File: src/inc/event_counting_timer_defines.svh
// constants for the event counting timer
`ifndef EVENT_COUNTING_TIMER_DEFINES_SVH
`define EVENT_COUNTING_TIMER_DEFINES_SVH
`define ECT_COUNT_RESTART 16'h0001
`define ECT_COUNT_RESET 16'h0001
`define ECT_RELOAD_RESET 16'hffff
`define ECT_PRESCALE_RESET 3'h0
`define ECT_ISRC_BOTH 2'h0
`define ECT_ISRC_CAPTURE 2'h2
`define ECT_ISRC_RELOAD 2'h3
`endif

File: src/inc/event_counting_timer_pkg.sv
// types for the event counting timer
package event_counting_timer_pkg;
  typedef enum logic [1:0] {
    mode_counter = 2'b00,
    mode_comparator_counter = 2'b01,
    mode_capture = 2'b10,
    mode_other = 2'b11
  } timer_mode_e;
  typedef struct packed {
    logic enable;
    timer_mode_e mode;
    logic input_polarity_select;
    logic [2:0] prescale;
    logic [1:0] interrupt_source_config;
  } timer_control_one_s;
  typedef struct packed {
    logic write_high;
    logic write_low;
    logic [7:0] data;
  } byte_write_s;
endpackage

File: src/event_counting_timer.sv
// event counting 16-bit timer core
//
// What this block does
// - in counter mode an enabled timer output toggles on every reload
// - the edge select also sets the timer output's starting level
// - written start count applies only to first pass, later passes start at 0001H
// - counter mode adds one per selected timer input transition
// - comparator counter mode counts comparator output edges instead
// - polarity bit picks rising or falling comparator edges
// - comparator counter mode bypasses the prescaler
// - capture interrupts default to both events, config can restrict to one
// - reaching the reload value reloads the count to 0001H
// - count is a 16-bit value in writable high and low bytes
`timescale 1ns/1ps
module event_counting_timer
  import event_counting_timer_pkg::*;
(
  // clock and reset
  input wire logic clk,
  input wire logic rst_n,
  // configuration
  input wire event_counting_timer_pkg::timer_control_one_s timer_control_one,
  input wire logic output_alt_enable,
  // count and reload byte writes
  input wire event_counting_timer_pkg::byte_write_s count_write,
  input wire event_counting_timer_pkg::byte_write_s reload_write,
  // events
  input wire logic timer_input,
  input wire logic comparator_output,
  // status
  output logic [15:0] count,
  output logic [15:0] reload_value,
  output logic timer_output,
  output logic timer_irq,
  output logic capture_flag,
  output logic [15:0] capture_value
);
  import event_counting_timer_pkg::*;
  `include "event_counting_timer_defines.svh"

  // ---------------------------------------------------------------
  // helper functions
  // ---------------------------------------------------------------
  // polarity high picks the rising edge, low the falling one
  function automatic logic pick_edge(input logic pol, input logic r, input logic f);
    pick_edge = pol ? r : f;
  endfunction

  // wrap to the restart value, never to zero, so later passes are reload events long
  function automatic logic [15:0] step_count(input logic [15:0] cur, input logic wrap);
    if (wrap) begin
      step_count = `ECT_COUNT_RESTART;
    end else begin
      step_count = cur + 16'h0001;
    end
  endfunction

  // ---------------------------------------------------------------
  // input synchronisers
  // ---------------------------------------------------------------
  // three cycles from pin to count; a pin level held for less than one cycle can be missed
  logic tin_rise;
  logic tin_fall;
  logic cmp_rise;
  logic cmp_fall;
  edge_sync u_tin_sync (
    .clk(clk),
    .rst_n(rst_n),
    .din(timer_input),
    .level(),
    .rise(tin_rise),
    .fall(tin_fall)
  );
  edge_sync u_cmp_sync (
    .clk(clk),
    .rst_n(rst_n),
    .din(comparator_output),
    .level(),
    .rise(cmp_rise),
    .fall(cmp_fall)
  );

  // ---------------------------------------------------------------
  // mode decode and edge selection
  // ---------------------------------------------------------------
  wire logic is_counter = timer_control_one.mode == mode_counter;
  wire logic is_cmp = timer_control_one.mode == mode_comparator_counter;
  wire logic is_capture = timer_control_one.mode == mode_capture;
  wire logic tin_edge = pick_edge(timer_control_one.input_polarity_select, tin_rise, tin_fall);
  wire logic cmp_edge = pick_edge(timer_control_one.input_polarity_select, cmp_rise, cmp_fall);

  // ---------------------------------------------------------------
  // prescaler, used by the capture mode only
  // ---------------------------------------------------------------
  logic [7:0] prescale_cnt;
  wire logic [7:0] prescale_top = 8'(({1'b0, 8'h01} << timer_control_one.prescale) - 9'h001);
  wire logic prescale_tick = prescale_cnt >= prescale_top;
  always_ff @(posedge clk or negedge rst_n) begin
    if (!rst_n) begin
      prescale_cnt <= 8'h00;
    end else if (!timer_control_one.enable || prescale_tick) begin
      prescale_cnt <= 8'h00;
    end else begin
      prescale_cnt <= prescale_cnt + 8'h01;
    end
  end

  // ---------------------------------------------------------------
  // count events
  // ---------------------------------------------------------------
  // counter mode counts input edges directly; comparator mode skips prescaler
  wire logic counter_event = is_counter && tin_edge;
  wire logic comparator_event = is_cmp && cmp_edge;
  wire logic capture_tick = is_capture && prescale_tick;
  wire logic count_event = timer_control_one.enable &&
    (counter_event || comparator_event || capture_tick);
  wire logic capture_event = timer_control_one.enable && is_capture && tin_edge;
  wire logic at_reload = count == reload_value;
  wire logic reload_event = count_event && at_reload;

  // ---------------------------------------------------------------
  // count register
  // ---------------------------------------------------------------
  logic [15:0] next_count;
  always_comb begin
    next_count = count;
    if (count_event) begin
      next_count = step_count(count, at_reload);
    end
    // byte writes land at the next edge, counting goes on from there
    if (count_write.write_high) begin
      next_count[15:8] = count_write.data;
    end
    if (count_write.write_low) begin
      next_count[7:0] = count_write.data;
    end
  end

  always_ff @(posedge clk or negedge rst_n) begin
    if (!rst_n) begin
      count <= `ECT_COUNT_RESET;
    end else begin
      count <= next_count;
    end
  end

  // ---------------------------------------------------------------
  // reload register
  // ---------------------------------------------------------------
  // reload high byte waits in a holding register for the low byte write,
  // so the compare never sees a half-updated value
  logic [7:0] reload_hold;
  always_ff @(posedge clk or negedge rst_n) begin
    if (!rst_n) begin
      reload_hold <= 8'hff;
    end else if (reload_write.write_high) begin
      reload_hold <= reload_write.data;
    end
  end

  always_ff @(posedge clk or negedge rst_n) begin
    if (!rst_n) begin
      reload_value <= `ECT_RELOAD_RESET;
    end else if (reload_write.write_low) begin
      reload_value <= {reload_hold, reload_write.data};
    end
  end

  // ---------------------------------------------------------------
  // timer output
  // ---------------------------------------------------------------
  // while disabled the level follows the edge choice, so it starts right
  always_ff @(posedge clk or negedge rst_n) begin
    if (!rst_n) begin
      timer_output <= 1'b0;
    end else if (!timer_control_one.enable) begin
      timer_output <= timer_control_one.input_polarity_select;
    end else if (reload_event && output_alt_enable && is_counter) begin
      timer_output <= ~timer_output;
    end
  end

  // ---------------------------------------------------------------
  // capture and interrupt
  // ---------------------------------------------------------------
  wire logic allow_capture_irq = timer_control_one.interrupt_source_config != `ECT_ISRC_RELOAD;
  wire logic allow_reload_irq = !is_capture ||
    (timer_control_one.interrupt_source_config != `ECT_ISRC_CAPTURE);
  wire logic flag_set = capture_event && allow_capture_irq;

  always_ff @(posedge clk or negedge rst_n) begin
    if (!rst_n) begin
      timer_irq <= 1'b0;
    end else begin
      timer_irq <= flag_set || (reload_event && allow_reload_irq);
    end
  end

  always_ff @(posedge clk or negedge rst_n) begin
    if (!rst_n) begin
      capture_value <= 16'h0000;
    end else if (capture_event) begin
      capture_value <= count;
    end
  end

  // flag names the interrupt's cause: a capture that may not interrupt leaves it,
  // a capture that may wins over a reload in the same cycle
  always_ff @(posedge clk or negedge rst_n) begin
    if (!rst_n) begin
      capture_flag <= 1'b0;
    end else if (flag_set) begin
      capture_flag <= 1'b1;
    end else if (reload_event) begin
      capture_flag <= 1'b0;
    end
  end
endmodule

File: src/edge_sync.sv
// two-stage synchroniser with edge detection
`timescale 1ns/1ps
module edge_sync (
  // clock and reset
  input wire logic clk,
  input wire logic rst_n,
  // signal
  input wire logic din,
  output logic level,
  output logic rise,
  output logic fall
);
  logic meta;
  logic stage;
  logic last;
  // meta feeds only stage
  always_ff @(posedge clk or negedge rst_n) begin
    if (!rst_n) begin
      meta <= 1'b0;
      stage <= 1'b0;
      last <= 1'b0;
    end else begin
      meta <= din;
      stage <= meta;
      last <= stage;
    end
  end
  assign level = stage;
  assign rise = stage & ~last;
  assign fall = ~stage & last;
endmodule

File: config.mk
export PLATFORM = sky130hd
export DESIGN_NAME = event_counting_timer
export DESIGN_NICKNAME = d
export VERILOG_FILES = /design/src/inc/event_counting_timer_pkg.sv /design/src/event_counting_timer.sv /design/src/edge_sync.sv
export VERILOG_INCLUDE_DIRS = /design/src /design/src/inc
export SDC_FILE = /design/constraint.sdc
export NUM_CORES = 1
export LEC_CHECK = 0
export ABC_AREA = 1
export BUFFER_PORTS_ARGS = -buffer_cell sky130_fd_sc_hd__buf_2
export CAP_MARGIN = 20
export CORE_UTILIZATION = 54
export CTS_BUF_LIST = sky130_fd_sc_hd__clkbuf_16
export CTS_CLUSTER_DIAMETER = 40
export CTS_CLUSTER_SIZE = 10
export DETAILED_ROUTE_END_ITERATION = 10
export PLACE_DENSITY = 0.89
export REMOVE_ABC_BUFFERS = 1
export SYNTH_ARGS = -nofsm -noshare
export SYNTH_HDL_FRONTEND = slang
export SYNTH_SLANG_ARGS = --single-unit
File: constraint.sdc
create_clock -name clk -period 2.5 [get_ports clk]
set_input_delay 0.5 -clock clk [delete_from_list [all_inputs] [get_ports clk]]
set_output_delay 0.5 -clock clk [all_outputs]
set_load 0.01 [all_outputs]
* Word-level counts from Yosys, hierarchy flattened *
Index checks and enable logic that the tools add are counted.

word-level totals
  register bits after elaboration = 73
  input bits = 34
  output and inout bits = 51
  word-level logic and storage cells = 68

cells by class
  $add $sub $neg = 3
  $lt $le $gt $ge = 1
  eq/ne operators = 6
  shift operators = 1
  mux-type cells = 11
  bitwise logic cells = 9
  reductions and logical operators = 22

operator list
  cell                   count
  $mux 16                2
  $mux 8                 3
  $add 16x1->16 const B  1
  $eq 16x16->1           1
  $logic_and 1x1->1      11
  $add 8x1->8 const B    1
  $ge 8x8->1             1
  $shl 1x3->8 const A    1
  $sub 8x1->8 const B    1
  $mux 1                 6
  $reduce_bool 2->1      3
  $logic_or 1x1->1       5
  $not 1->1              5
  $and 1x1->1            4
  $ne 2x2->1 const B     2
  $eq 2x1->1 const B     1
  $eq 2x2->1 const B     1
  $logic_not 1->1        2
  $logic_not 2->1        1
  $ne 2x1->1 const B     1

* Depth between registers and ports, before layout *
  depth in word-level cells = 12
  mapped depth = 16

* Hierarchy *
Synthesis repeated with hierarchy kept, for this count alone.

second synthesis, totals
  cell total of the unflattened synthesis = 451
  area, all modules = 3866.2 um^2

modules (own cells, without submodules)
  module                times used  cells an instance  area each (um^2)
  event_counting_timer  1           437                3686.0
  edge_sync             2           7                  90.1

* Worst setup path before layout *
Ideal clock, no wire load.

  path kind = in2reg
  start point = input port timer_control_one[2] in the netlist's numbering
  end point = register count[13]
  setup time = 0.124 ns
  arrival time = 1.792 ns
  path slack = 0.584 ns
  stages on the path = 15
  path buffers = 0
  path through = nor2_1 > nand2_1 > ha_1 > nand2_1 > nor2_1 > nor2_1 > nand2_1 > nand2_1 > nand2_1 > nand2_1 > nand2_2 > nor2_2 > inv_1 > nand3_1 > nand3_1

between the ends
  longest elaborated chain between the ends = 7

ends and longest elaborated chain
  element                      line                         RTL
  from (decl)                  event_counting_timer.sv:22   input wire event_counting_timer_pkg::timer_control_one_s timer_control_one,
  $shl 1x3->8                  event_counting_timer.sv:96   wire logic [7:0] prescale_top = 8'(({1'b0, 8'h01} << timer_control_one.prescale) - 9'h001);
  $sub 8x1->8                  event_counting_timer.sv:96
  $ge 8x8->1                   event_counting_timer.sv:97   wire logic prescale_tick = prescale_cnt >= prescale_top;
  $logic_and 1x1->1            event_counting_timer.sv:114  wire logic capture_tick = is_capture && prescale_tick;
  $logic_or 1x1->1             event_counting_timer.sv:116  (counter_event || comparator_event || capture_tick);
  $logic_and 1x1->1            event_counting_timer.sv:115  wire logic count_event = timer_control_one.enable &&
  $reduce_bool 2->1 (no line)  --
  to (signal assigned)         event_counting_timer.sv:141  count <= `ECT_COUNT_RESET;
  to (signal assigned)         event_counting_timer.sv:143  count <= next_count;
  to (decl)                    event_counting_timer.sv:31   output logic [15:0] count,

No other way between the ends.
A chain may end at the register's enable or synchronous reset.

* Worst setup path in the final report *
  start point = input port timer_control_one[3] in the netlist's numbering
  end point = register count[11]

The elaborated chain is that of the path after synthesis.

==> flow_summary.yaml <==
outcome:
  outcome: "completed"
clock_network:
  cts_tree: "built"
  insertion_delay_ns: 0.34
  cts.repair.resized: 0
  clkTransAtPathRegs_ns: 0.06
  cts_hold_buf: 0
  cts_num_sinks: 73
  ctsRootBufferMaster: "clkbuf_16"
  postCtsSetupRepairBufs: 0
  cts.path.max_buffers: 2
  htree_levels: 3
  cts_buffers: 9
drt:
  wl_um: 9115
  firstDrtPassIters: 5
  wl_per_cell_um: 14.20
  ant_nets: 0
  vias: 3377
  via_per_inst: 5.260
  drc_errors: 0
  drt-initial-drc-count: 367
placed_design:
  place_area_um2: 4294
  placedCellCount: 626
  io_buffers: 84
  dp_hpwl_um: 6482
  place.gp.congestion: 0.9955
synthesis:
  synth_area_leaders: "dfrtp_1 (32%), dfstp_2 (17%), nand2_1 (12%)"
  syn_avg_cell_area_um2: 8.291
  yosysMostFrequentCell: "nand2_1"
  synth_cells: 458
  synth_area_um2: 3797
  ys_async_sr_fraction: 1.000
  synth.largest_area_cell: "dfrtp_1"
  synth-edff-count: 0
  synth_cell_types: 34
  synthFlopType: "dfrtp_1"
  ys_seq_elements: 73
  yosys_warnings: 0
  seq_area_frac_synth: 0.4893
  synth_common_cells: "nand2_1 (126), dfrtp_1 (48), inv_1 (48)"
  yosysTopAreaCellShare: 0.3163
cells_and_area:
  syn_to_final_growth_pct: 21.29
  design_area_um2: 4606
  antenna_cells: 0
  fin_cells: 642
  post-route-util: 0.6779
  drive_above_1_share: 0.2711
  final_nets: 585
critical_path:
  r2r.worst_path.cells: 13
  end_kind: "flop"
  cp.required_ns: 2.71
  cpLargestDelayFamily: "simple AND/OR/NAND/NOR gates"
  critPathBufInv: 2
  crit_top_cell: "nand2_1"
  cpMaxStageDelayCell: "nor2_2"
  max_stage_delay_ns: 0.30
  path_class: "primary input to flop"
  critical_path_depth: 15
  path_cells: "buf_2 > a21oi_1 > ha_1 > nand2_1 > nor2_1 > nor2_1 > nand2_1 > nand2_1 > nand2_1 > nand2_1 > nand2_2 > nor2_2 > inv_1 > nand3_1 > nand3_1"
  crit_path_start_kind: "primary input"
  arrival_ns: 2.29
  crit_fanout: 10
min_path:
  min_path_type: "primary input to async pin"
global_route:
  grt_pass1_wl_um: 15140
  grt_pass1_vias: 3267
  grt_max_degree: 48
  grt_usage: 0.2677
  antenna_found_initial: 0
  overflow: 0
floorplan:
  ios: 85
  fp.coreArea_um2: 6794
  rows: 30
  start_util: 0.5589
  die_h_um: 85.86
  dieArea_um2: 7372
  die_width_um: 85.86
sta:
  setup_viol: 0
  fin_worst_skew_ns: 0.01009
  hold_viol: 0
  fmax_ghz: 0.4813
  finalSetupTns_ns: 0
  max-slew-margin-rel: 0.4764
  period_needed_ns: 2.078
  post-route-period-util: 0.8311
  drv_slew: 0
  worstMarginPinSlew_ns: 0.7845
  rsz0062_at_grt: "false"
power_and_ir_drop:
  p_sw_frac: 0.2880
  seqPwrFrac: 0.431
  powerDensity_nw_per_um2: 761.1
  power_mw: 3.505
  clock_power_share: 0.387
  p_comb_frac: 0.182
  p_leak_nw: 2.345
  ir_worst_vdd_mv: 0.3949
  internal-power_mw: 2.496
  p_sw_mw: 1.010
run:
  max-cap-violations: 0
[flip-flops by register name, indices dropped and copies added, names as in the netlist]
register	flops
timer_irq	1
u_cmp_sync.last	1
u_tin_sync.last	1
timer_output	1
prescale_cnt	8
count	16
u_cmp_sync.level	1
capture_flag	1
u_tin_sync.level	1
capture_value	16
u_cmp_sync.meta	1
u_tin_sync.meta	1
reload_hold	8
reload_value	16
[path summary, 6_finish.rpt]
check	startpoint	slack (ns)	endpoint
setup / recovery	timer_control_one[3]	0.42	count[11]$_DFFE_PN0P_
hold / removal	rst_n	0.18	capture_value[12]$_DFFE_PN0P_
setup reg to reg	prescale_cnt[2]$_DFF_PN0_	0.43	count[11]$_DFFE_PN0P_
hold reg to reg	u_tin_sync.meta$_DFF_PN0_	0.35	u_tin_sync.level$_DFF_PN0_
max in group asynchronous	rst_n	1.58	reload_value[15]$_DFFE_PN1P_
min in group clk	comparator_output	0.27	u_cmp_sync.meta$_DFF_PN0_
[power groups by stage]
stage	Sequential (mW)	Clock, mW	Combinational, mW
floorplan	1.56	0	0.301
global placement	1.52	0	0.613
detailed placement	1.52	0	0.634
CTS	1.51	1.37	0.642
global route	1.53	1.42	0.721
finish	1.51	1.36	0.638
[per-layer routing]
metal,GRT usage,part of all wire,vias up,wire (µm)
met5,0,0,-,0
met4,0.1136,0.027,0,250
met3,0.06449,0.064,29,584
met2,0.4444,0.49,135,4424
met1,0.3352,0.42,1600,3855
li1,-,-,1613,-
[stage by stage]
stage                     worst slack (ns)  hold slack, ns
after floorplan                     0.4963          0.2044
after global placement              0.2755          0.3334
after detailed placement           0.07837          0.3347
after CTS                           0.4319          0.2004
after global routing                0.2389          0.2408
final                               0.4222          0.1844
[placed cells by master (no fill, tap or decap), types with 4 or more instances in the layout]
master and instances:
a21oi_1 13, xor2_1 13, ha_1 10, nand3_1 38
nor3_1 7, o21ai_0 27, mux2_2 7, buf_2 84
nor2_1 40, nand4_1 4, clkbuf_16 9, nand2_1 126
xnor2_1 14, dfstp_2 25, dfrtp_1 48, inv_1 49
nor2_2 6
[cell families after synthesis]
logic type	Yosys count	share of synthesized area
DFF	73	0.4893
muxes	7	0.02076
AOI/OAI and AO/OA	43	0.05733
adders and majority gates	10	0.03295
xor gates and xnor gates	27	0.06227
and+or+nand+nor	233	0.2672
other	1	0.0009875
buffers and inverters	64	0.06919
[area by class of cell]
type	instances	area, µm²
fillers	547	2188
well taps	96	120.1
flip-flops and latches	73	1858
repair buffers	87	455.4
clock buffers	9	225.2
inverters	49	183.9
clock inverters	7	86.33
multi-input cells	321	1677
(Power assumes the default switching activity.)
